==> src/msp_pkg.sv <==
// Shared types and constants of the motion sensor power-mode sequencer.
// Assumes a single 100 MHz clock and a synchronous active-high reset.

package msp_pkg;

	// ==========================================================
	// Clock and timing
	localparam longint unsigned CLK_HZ       = 100_000_000;
	localparam longint unsigned RESET_MS     = 100;
	localparam longint unsigned WAKE_MS      = 20;
	localparam longint unsigned NAP_S        = 4;
	localparam longint unsigned SLEEP_S      = 30;
	// Millisecond times round down to whole cycles.
	localparam logic [31:0] RESET_CYC = 32'(RESET_MS * CLK_HZ / 1000);
	localparam logic [31:0] WAKE_CYC  = 32'(WAKE_MS * CLK_HZ / 1000);
	localparam logic [31:0] NAP_CYC   = 32'(NAP_S * CLK_HZ);
	localparam logic [31:0] SLEEP_CYC = 32'(SLEEP_S * CLK_HZ);

	// ==========================================================
	// Widths and reset values
	localparam int          AXIS_W     = 16;
	localparam logic [31:0] TIMER_RST  = 32'h0000_0000;
	localparam logic [2:0]  SYNC_RST   = 3'h0;

	// ==========================================================
	// Types
	typedef enum logic [2:0] {
		MSP_RESET,
		MSP_TRACK,
		MSP_NAP,
		MSP_SLEEP,
		MSP_HIBER,
		MSP_WAKE
	} msp_mode_t;

	typedef struct packed {
		logic signed [AXIS_W-1:0] x;
		logic signed [AXIS_W-1:0] y;
	} msp_motion_t;

	localparam msp_motion_t MOTION_ZERO = '0;

endpackage

==> src/msp_accum.sv <==
// Saturating x and y movement accumulators with clear on read.
// Assumes deltas and the clear come from logic on the same clock.
`timescale 1ns/1ns

module msp_accum
	import msp_pkg::*;
(
	// Clock and control
	input  wire logic  clk,
	input  wire logic  sys_rst,
	input  wire logic  clk_en,
	// Movement in
	input  wire logic  add_en,
	input  msp_motion_t delta,
	input  wire logic  clear,
	// Accumulated movement
	output msp_motion_t acc_q
);

	msp_motion_t acc_d;
	msp_motion_t base;

	function automatic logic signed [AXIS_W-1:0] sat_add(
		input logic signed [AXIS_W-1:0] a,
		input logic signed [AXIS_W-1:0] b);
		logic signed [AXIS_W:0] s;
		s = {a[AXIS_W-1], a} + {b[AXIS_W-1], b};
		if (s[AXIS_W] != s[AXIS_W-1])
		begin
			s[AXIS_W-1:0] = {s[AXIS_W], {(AXIS_W-1){~s[AXIS_W]}}};
		end
		return s[AXIS_W-1:0];
	endfunction

	// ==========================================================
	// Next values
	// A delta arriving with the clear is kept for the next read.
	always_comb
	begin
		base  = clear ? MOTION_ZERO : acc_q;
		acc_d = base;
		if (add_en)
		begin
			acc_d.x = sat_add(base.x, delta.x);
			acc_d.y = sat_add(base.y, delta.y);
		end
	end

	always_ff @(posedge clk)
	begin
		if (sys_rst)
		begin
			acc_q <= MOTION_ZERO;
		end
		else if (clk_en)
		begin
			acc_q <= acc_d;
		end
	end

endmodule

==> src/msp_sync.sv <==
// Three-stage synchroniser with agreement filter for one pin level.
// Assumes the pin is asynchronous to clk.
`timescale 1ns/1ns

module msp_sync
	import msp_pkg::*;
(
	// Clock and control
	input  wire logic clk,
	input  wire logic sys_rst,
	input  wire logic clk_en,
	// Pin and clean level
	input  wire logic pin_in,
	output logic      level_q
);

	logic [2:0] stage_q;
	logic [2:0] stage_d;
	logic       level_d;

	// ==========================================================
	// Next values
	// The level moves only when the second and third stages agree.
	always_comb
	begin
		stage_d = {stage_q[1:0], pin_in};
		level_d = level_q;
		if (stage_q[1] == stage_q[2])
		begin
			level_d = stage_q[2];
		end
	end

	always_ff @(posedge clk)
	begin
		if (sys_rst)
		begin
			stage_q <= SYNC_RST;
			level_q <= 1'b0;
		end
		else if (clk_en)
		begin
			stage_q <= stage_d;
			level_q <= level_d;
		end
	end

endmodule

==> src/msp_top.sv <==
// Power-mode sequencer of the motion sensor: tracking, nap, sleep,
// hibernate, wake and reset wait, plus the tracking-data read path.
// Assumes an SPI engine outside that turns commands into one-cycle pulses
// and a front end that delivers deltas and gross-motion pulses on clk.
`timescale 1ns/1ns

module msp_top
	import msp_pkg::*;
#(
	parameter logic [31:0] RST_CYCLES   = RESET_CYC,
	parameter logic [31:0] WAKE_CYCLES  = WAKE_CYC,
	parameter logic [31:0] NAP_CYCLES   = NAP_CYC,
	parameter logic [31:0] SLEEP_CYCLES = SLEEP_CYC
)
(
	// Clock and control
	input  wire logic  clk,
	input  wire logic  sys_rst,
	input  wire logic  clk_en,
	// Pins and configuration
	input  wire logic  hibernate_request_pin,
	input  wire logic  low_power_off,
	// Motion front end
	input  wire logic  gross_motion,
	input  wire logic  delta_valid,
	input  msp_motion_t delta,
	// Commands from the SPI engine
	input  wire logic  cmd_read_track,
	input  wire logic  cmd_soft_reset,
	// Status and answers
	output logic       motion_ready_q,
	output logic       low_current_q,
	output msp_mode_t  mode_q,
	output logic       rsp_valid_q,
	output msp_motion_t rsp_data_q
);

	msp_mode_t   mode_d;
	logic [31:0] timer_q;
	logic [31:0] timer_d;
	logic        cfg_q;
	logic        cfg_d;
	logic        first_q;
	logic        first_d;
	logic        ready_d;
	logic        low_current_d;
	logic        rsp_valid_d;
	msp_motion_t rsp_data_d;
	logic        hib_level;
	logic        moving;
	logic        read_ok;
	logic        reset_ok;
	msp_motion_t acc;

	function automatic logic nonzero(input msp_motion_t m);
		return (m.x != '0) || (m.y != '0);
	endfunction

	function automatic logic at_end(input logic [31:0] t,
		input logic [31:0] n);
		return t >= n - 32'h0000_0001;
	endfunction

	// ==========================================================
	// Pin synchroniser and accumulators
	msp_sync u_hib_sync (
		.clk     (clk),
		.sys_rst (sys_rst),
		.clk_en  (clk_en),
		.pin_in  (hibernate_request_pin),
		.level_q (hib_level)
	);

	msp_accum u_accum (
		.clk     (clk),
		.sys_rst (sys_rst),
		.clk_en  (clk_en),
		.add_en  (delta_valid && mode_q == MSP_TRACK),
		.delta   (delta),
		.clear   (read_ok || mode_q == MSP_WAKE),
		.acc_q   (acc)
	);

	// Commands count only while ready is shown.
	// A read and a soft reset in one cycle: the read wins, the reset is lost.
	assign read_ok  = cmd_read_track && motion_ready_q;
	assign reset_ok = cmd_soft_reset && motion_ready_q && !read_ok;
	assign moving   = gross_motion || (delta_valid && nonzero(delta));

	// ==========================================================
	// Mode sequencer
	always_comb
	begin
		mode_d  = mode_q;
		timer_d = timer_q + 32'h0000_0001;
		first_d = first_q;
		cfg_d   = cfg_q;
		case (mode_q)
			MSP_RESET:
			begin
				if (at_end(timer_q, RST_CYCLES))
				begin
					mode_d = MSP_TRACK;
				end
			end
			MSP_TRACK:
			begin
				if (moving)
				begin
					timer_d = TIMER_RST;
				end
				else if (!cfg_q && at_end(timer_q, NAP_CYCLES))
				begin
					mode_d = MSP_NAP;
				end
			end
			MSP_NAP:
			begin
				if (moving)
				begin
					mode_d = MSP_TRACK;
				end
				else if (at_end(timer_q, SLEEP_CYCLES))
				begin
					mode_d = MSP_SLEEP;
				end
			end
			MSP_SLEEP:
			begin
				timer_d = TIMER_RST;
				if (moving)
				begin
					mode_d = MSP_TRACK;
				end
			end
			MSP_HIBER:
			begin
				timer_d = TIMER_RST;
				if (!hib_level)
				begin
					mode_d = MSP_WAKE;
				end
			end
			MSP_WAKE:
			begin
				if (at_end(timer_q, WAKE_CYCLES))
				begin
					mode_d  = MSP_TRACK;
					first_d = 1'b1;
				end
			end
			default:
			begin
				mode_d = MSP_RESET;
			end
		endcase
		if (reset_ok)
		begin
			mode_d = MSP_RESET;
		end
		// Hibernate overrides everything except the reset wait.
		if (hib_level && mode_q != MSP_RESET)
		begin
			mode_d = MSP_HIBER;
		end
		// Every mode change restarts the timer, so each wait starts from zero.
		if (mode_d != mode_q)
		begin
			timer_d = TIMER_RST;
		end
		if (read_ok)
		begin
			first_d = 1'b0;
		end
		if (mode_d == MSP_HIBER || mode_d == MSP_RESET)
		begin
			first_d = 1'b0;
		end
		ready_d       = mode_d == MSP_TRACK;
		low_current_d = mode_d == MSP_HIBER;
	end

	// ==========================================================
	// Read path
	always_comb
	begin
		rsp_valid_d = read_ok;
		rsp_data_d  = rsp_data_q;
		if (read_ok)
		begin
			rsp_data_d = first_q ? MOTION_ZERO : acc;
		end
	end

	always_ff @(posedge clk)
	begin
		if (sys_rst)
		begin
			mode_q         <= MSP_RESET;
			timer_q        <= TIMER_RST;
			first_q        <= 1'b0;
			cfg_q          <= low_power_off;
			motion_ready_q <= 1'b0;
			low_current_q  <= 1'b0;
			rsp_valid_q    <= 1'b0;
			rsp_data_q     <= MOTION_ZERO;
		end
		else if (clk_en)
		begin
			mode_q         <= mode_d;
			timer_q        <= timer_d;
			first_q        <= first_d;
			cfg_q          <= cfg_d;
			motion_ready_q <= ready_d;
			low_current_q  <= low_current_d;
			rsp_valid_q    <= rsp_valid_d;
			rsp_data_q     <= rsp_data_d;
		end
	end
endmodule

==> config.mk <==
export PLATFORM = sky130hd
export DESIGN_NAME = msp_top
export DESIGN_NICKNAME = d
export VERILOG_FILES = /design/src/msp_pkg.sv /design/src/msp_accum.sv /design/src/msp_sync.sv /design/src/msp_top.sv
export SDC_FILE = /design/constraint.sdc
export NUM_CORES = 1
export LEC_CHECK = 0
export BUFFER_PORTS_ARGS = -buffer_cell sky130_fd_sc_hd__buf_2
export CAP_MARGIN = 20
export CORE_ASPECT_RATIO = 1.1
export CORE_MARGIN = 1
export CORE_UTILIZATION = 60
export CTS_BUF_LIST = sky130_fd_sc_hd__clkbuf_16
export DETAILED_ROUTE_END_ITERATION = 12
export HOLD_SLACK_MARGIN = 0.08
export PLACE_DENSITY_LB_ADDON = 0.08
export SLEW_MARGIN = 25
export SYNTH_ARGS = -nofsm -noshare
export SYNTH_HDL_FRONTEND = slang
export SYNTH_HIERARCHICAL = 1
export SYNTH_SLANG_ARGS = --single-unit
==> constraint.sdc <==
create_clock -name clk -period 12.8 [get_ports clk]
set_clock_uncertainty 0.05 [all_clocks]
set_input_delay 2.56 -clock clk [delete_from_list [all_inputs] [get_ports clk]]
set_output_delay 2.56 -clock clk [all_outputs]
set_load 0.02 [all_outputs]
# Word-level counts from Yosys, hierarchy flattened
# Index checks and enable logic that the tools add are counted.
[classes]
reduce_logical = 24
add_sub_neg = 3
shift = 0
n_bitwise = 2
n_lt_le_gt_ge = 4
muxes = 23
div = 0
n_eq_ne = 11
multipliers = 0
[ops]
columns = ["op", "count"]
rows = [
  ["$mux 32", 5],
  ["$pmux 32 s2", 1],
  ["$add 16x16->17", 2],
  ["$add 32x1->32 const B", 1],
  ["$ge 32x21->1 const B", 1],
  ["$ge 32x24->1 const B", 1],
  ["$ge 32x29->1 const B", 1],
  ["$ge 32x32->1 const B", 1],
  ["$mux 16", 2],
  ["$reduce_bool 16->1", 2],
  ["$mux 3", 10],
  ["$pmux 3 s6", 1],
  ["$eq 3x3->1 const B", 3],
  ["$reduce_bool 3->1", 3],
  ["$logic_and 1x1->1", 7],
  ["$eq 3x1->1 const B", 2],
  ["$eq 3x2->1 const B", 2],
  ["$logic_not 3->1", 2],
  ["$logic_or 1x1->1", 4],
  ["$mux 1", 4],
  ["$reduce_and 2->1", 2],
  ["$ne 3x3->1", 1],
  ["$reduce_and 3->1", 1],
  ["$logic_not 1->1", 2],
  ["other kinds (4)", 6],
]
[word_totals]
regBits = 108
mem_bits_rw = 0
latchBits = 0
mem_count = 0
romBits = 0
out_inout_bits = 38

# Depth between registers and ports, before layout
[logic_depth]
ltp_word = 12
mapped_depth = 23
ltp_nobuf = 18

# By module
# Netlist, hierarchy kept.
[modules_own_cells]
columns = ["mod", "cells_each", "area_each_um2", "seq_area_each_um2", "instances"]
rows = [
  ["msp_top", 463, 3881.2, 1451.4, 1],
  ["msp_accum", 379, 3059.2, 640.6, 1],
  ["msp_sync", 16, 171.4, 80.1, 1],
]

# Worst setup path before layout
# Ideal clock, no wire load.
[synth_path]
kind = "input-to-reg"
startpoint = "in cmd_read_track"
endpoint = "reg u_accum/acc_q[0] (netlist bit)"
slack_ns = 6.146
n_path_buf = 4
t_arrival_ns = 6.544
path_stages = 20
required_ns = 12.690
cell_sequence = "a22o_1 -> clkbuf_1 -> clkbuf_1 -> nor2b_1 -> ha_1 -> a21oi_1 -> a2bb2oi_2 -> a21oi_1 -> o41a_1 -> a31o_1 -> a2111oi_2 -> nor3_1 -> xor2_1 -> ha_1 -> clkbuf_1 -> nand2_1 -> a21oi_1 -> and2_1 -> buf_2 -> a221o_1"
[synth_between]
elab_chain_len = 7
elab_cells_between_ends = 8
cone_classes = "add/sub: 1; eq/ne: 1; mux: 3; bitwise: 1; reduce/logical: 2"
[synth_rtl]
columns = ["item", "line_no", "text"]
rows = [
  ["from (decl)", "msp_top.sv:28", "input wire logic cmd_read_track,"],
  ["$logic_and 1x1->1 (*)", "msp_top.sv:86", "assign read_ok = cmd_read_track && motion_ready_q;"],
  ["$logic_or 1x1->1 (*)", "msp_top.sv:80", ".clear (read_ok || mode_q == MSP_WAKE),"],
  ["$mux 32 (*)", "msp_accum.sv:40", "base = clear ? MOTION_ZERO : acc_q;"],
  ["$add 16x16->17", "msp_accum.sv:27", "s = {a[AXIS_W-1], a} + {b[AXIS_W-1], b};"],
  ["$ne 1x1->1 / $not 1->1 (equally long branches)", "msp_accum.sv:28, msp_accum.sv:30", ""],
  ["$mux 16", "msp_accum.sv:28", "if (s[AXIS_W] != s[AXIS_W-1])"],
  ["$mux 32 (*)", "msp_accum.sv:42", "if (add_en)"],
  ["to (signal assigned)", "msp_accum.sv:53", "acc_q <= MOTION_ZERO;"],
  ["to (signal assigned)", "msp_accum.sv:57", "acc_q <= acc_d;"],
  ["to (decl)", "msp_accum.sv:17", "output msp_motion_t acc_q"],
]
# Mark *: on every way between the ends. The rest lies on a longest branch, timed or not.
# A chain may end at the register's enable or synchronous reset.

# Final worst setup path
[layout_path]
startpoint = "in cmd_read_track"
endpoint = "reg u_accum/acc_q[3] (netlist bit)"
# Same word-level chain as after synthesis.

==> run metrics <==
worst hold path type=reg -> reg; I/O pin count=79; grt total ovfl=0; Area growth, synth to finish=9.54%; H-Tree Depth=3; Comb pwr share=0.144; Clock Sink Count=108; die width=106 µm; WP data required=13.04 ns; share of layout cells above drive strength 1=0.145; status=completed; switching share of power=0.278; Worst setup EP type=flop; Nets=981; worst-skew pair later-pin latency=0.35 ns; first-pass GRT wire length=30800 µm; Yosys top cell area share=0.301; met1 Track Usage GR=0.351; Initial DRC Count=~550; Cell Int Power=between 0.0005 and 0.0006 W; setup slack, reg-to-reg=7.49 ns; GR peak layer=met2; crit path DAT=around 7.0 ns; Post-synth EDFFs=1; ranking of synthesized cells by area=dfxtp_1 30%, ha_1 6.2%, a21oi_1 4.1%; Die Y=116 µm; gpl congestion=0.901; Seq cells post-synth=about 110; yosys warns=6; # setup viols final=0; hold depth=1; Mapped Area=approximately 0.0071 mm²; vias per inst=between 6 and 7; hold_buf cts=0; CTS buffer count=9; std cell rows=41; maxcap violations=0; Worst Path Max Fanout=34; post-synthesis sequential area ratio=0.305; die area=0.0123 mm²; clk buf depth=2; CTS resizes=0; post-DP HPWL=roughly 14000 µm; Multi-input gate area=roughly 0.0047 mm²; Final Hold Fails=0; pin count of the biggest net entering global routing=46; WHS Endpoint=rsp_data_q[14]$_SDFFE_PP0P_; crit path time final=6.79 ns; Starting Density=0.619; Crit Path Class=in -> reg; measured slew at the worst slew-check pin=0.999 ns; top-count cell post-synth=dfxtp_1; GRT Total Usage=0.314; NetSw=0.000196 W; setup TNS=0 ns; Min-Delay Startpoint=rsp_data_q[14]$_SDFFE_PP0P_; core box area=0.0115 mm²; Synth area leader=dfxtp_1; CTS root buffer=clkbuf_16; r2r endpoint=u_accum/acc_q[3]$_SDFFE_PP0P_; filler cell count in the final layout=~1000; met3 Use GR=0.0558; clock group share of total power=0.365; Top FF cell, synth=dfxtp_1; Vias=6759; WL/cell=18.4 µm; Final Cycle Share=0.531; Syn Inst Count=858; Pleak=3.26 nW; initial antenna violation count=1; vias in the first global route=6345; DR pass1 iterations=5; RSZ-0062 raised after global routing=no; reg2reg start=mode_q[2]$_SDFFE_PP0P_; syn_nets=936; Rel. slew slack=0.334; GRT met2 Usage=0.575; Async S/R FF share, synth=0; Synth top cells by count=107 x dfxtp_1, 66 x nand2_1, 58 x a21oi_1; post-route antenna net violation count=0; DRT Wirelength=19500 µm; n_diodes=0; Residual DRC=0; setup bufs post-CTS=0; Seq pwr share=0.491; Slew Limit Fails=0; CTS tree=built; mean area per synthesized cell=8.29 µm²; synth unique cells=between 80 and 90; fmax=147 MHz; Storage cell area=0.00217 mm²; CP Launch Type=primary input; Reg2Reg Depth=19; Max VDD drop=63.5 µV; Pwr Total=0.000706 W; Clock Pin Slew Worst Setup and Hold Paths=0.07 ns; # port buffers=a little under 80; P per Cell Area=a little over 90 mW/mm²
[layer usage]
layer / vias to the layer above / routed length [µm]
met2: 237 / 9910
met3: 58 / 994
li1: 3289 / -
met5: - / 0
met1: 3175 / 7790
met4: 0 / 796
[per-stage QoR]
stage               hold WS [ns]  setup WS (ns)  cells  cell area (µm²)   util
floorplan                  0.389           6.15    858             7110      -
global placement           0.402           5.88   1042             7510  0.654
detailed placement         0.403           5.74   1042             7510  0.654
CTS                        0.424           6.10   1058             7770  0.676
global route               0.435           5.70   1058             7790  0.678
finish                     0.426           6.01   1058             7790  0.678
[power by group through the flow]
| stage | registers [W] | logic (W) | clock network [W] |
|---|---|---|---|
| global route | 0.000347 | 0.000110 | 0.000274 |
| global placement | 0.000354 | 0.0000955 | 0 |
| finish | 0.000347 | 0.000102 | 0.000257 |
| CTS | 0.000347 | 0.0000994 | 0.000259 |
| floorplan | 0.000353 | 0.0000717 | 0 |
| detailed placement | 0.000354 | 0.0000988 | 0 |
[flip-flops by register name (all words and copies together), names as in the netlist]
name                cells
timer_q                32
low_current_q           1
u_hib_sync/level_q      1
rsp_data_q             32
motion_ready_q          1
u_accum/acc_q          32
first_q                 1
cfg_d                   1
mode_q                  3
rsp_valid_q             1
u_hib_sync/stage_q      3
[cell usage in the layout (no fill, tap or decap), types with 7 or more instances in the layout]
cell	instances
dfxtp_1	107
buf_2	78
nand2_1	66
a21oi_1	58
nor2_1	53
o21ai_0	39
nor2b_1	37
ha_1	35
a211oi_1	26
a22o_1	24
nand2b_1	24
nand3_1	22
inv_1	22
nor3_1	21
xnor2_1	19
a21o_1	19
and3_1	16
a211o_1	16
nor4_1	15
xor2_1	13
nor3b_1	12
nand4_1	10
clkbuf_16	9
and2_1	8
or3_1	8
o31ai_1	8
a22oi_1	8
o21a_1	7
o21ai_1	7
a221o_1	7
[critical path, cell delays in order]
cell	delay (ns)
buf_2	0.14
a22o_1	0.15
buf_4	0.35
nand2b_1	0.21
inv_1	0.06
ha_1	0.26
a21oi_1	0.21
a2bb2oi_2	0.20
a21oi_1	0.13
o41a_1	0.36
a31o_1	0.26
a2111oi_2	0.37
nor3_1	0.15
xor2_1	0.16
ha_1	0.44
nand2_1	0.07
a21oi_1	0.37
and2_1	0.39
a221o_1	0.17
[cell families after synthesis]
| logic type | synth area share |
|---|---|
| simple gates | 0.244 |
| compound gates | 0.283 |
| flops | 0.305 |
| buf+inv | 0.0424 |
| fa+ha+maj | 0.0728 |
| xor+xnor | 0.0417 |
| mux | 0.0100 |
[worst max path at each step]
stage	slack, ns	endpoint	start	depth (start not counted)
final	6.01	u_accum/acc_q[3]$_SDFFE_PP0P_	cmd_read_track	19
after global routing	5.70	u_accum/acc_q[0]$_SDFFE_PP0P_	cmd_read_track	19
after CTS	6.10	u_accum/acc_q[2]$_SDFFE_PP0P_	cmd_read_track	19
after detailed placement	5.74	u_accum/acc_q[3]$_SDFFE_PP0P_	cmd_read_track	19
after global placement	5.88	u_accum/acc_q[9]$_SDFFE_PP0P_	cmd_read_track	19
after floorplan	6.15	u_accum/acc_q[0]$_SDFFE_PP0P_	cmd_read_track	20
[area by class of cell]
cell class                 instances  area share
multi-input combinational        682       0.599
sequential                       108       0.279
clock buffer                       9      0.0289
inverter                          19     0.00916
clock inverter                     7     0.00466
tap                              150      0.0241
timing repair buffer              83      0.0549
(Power assumes the default switching activity.)
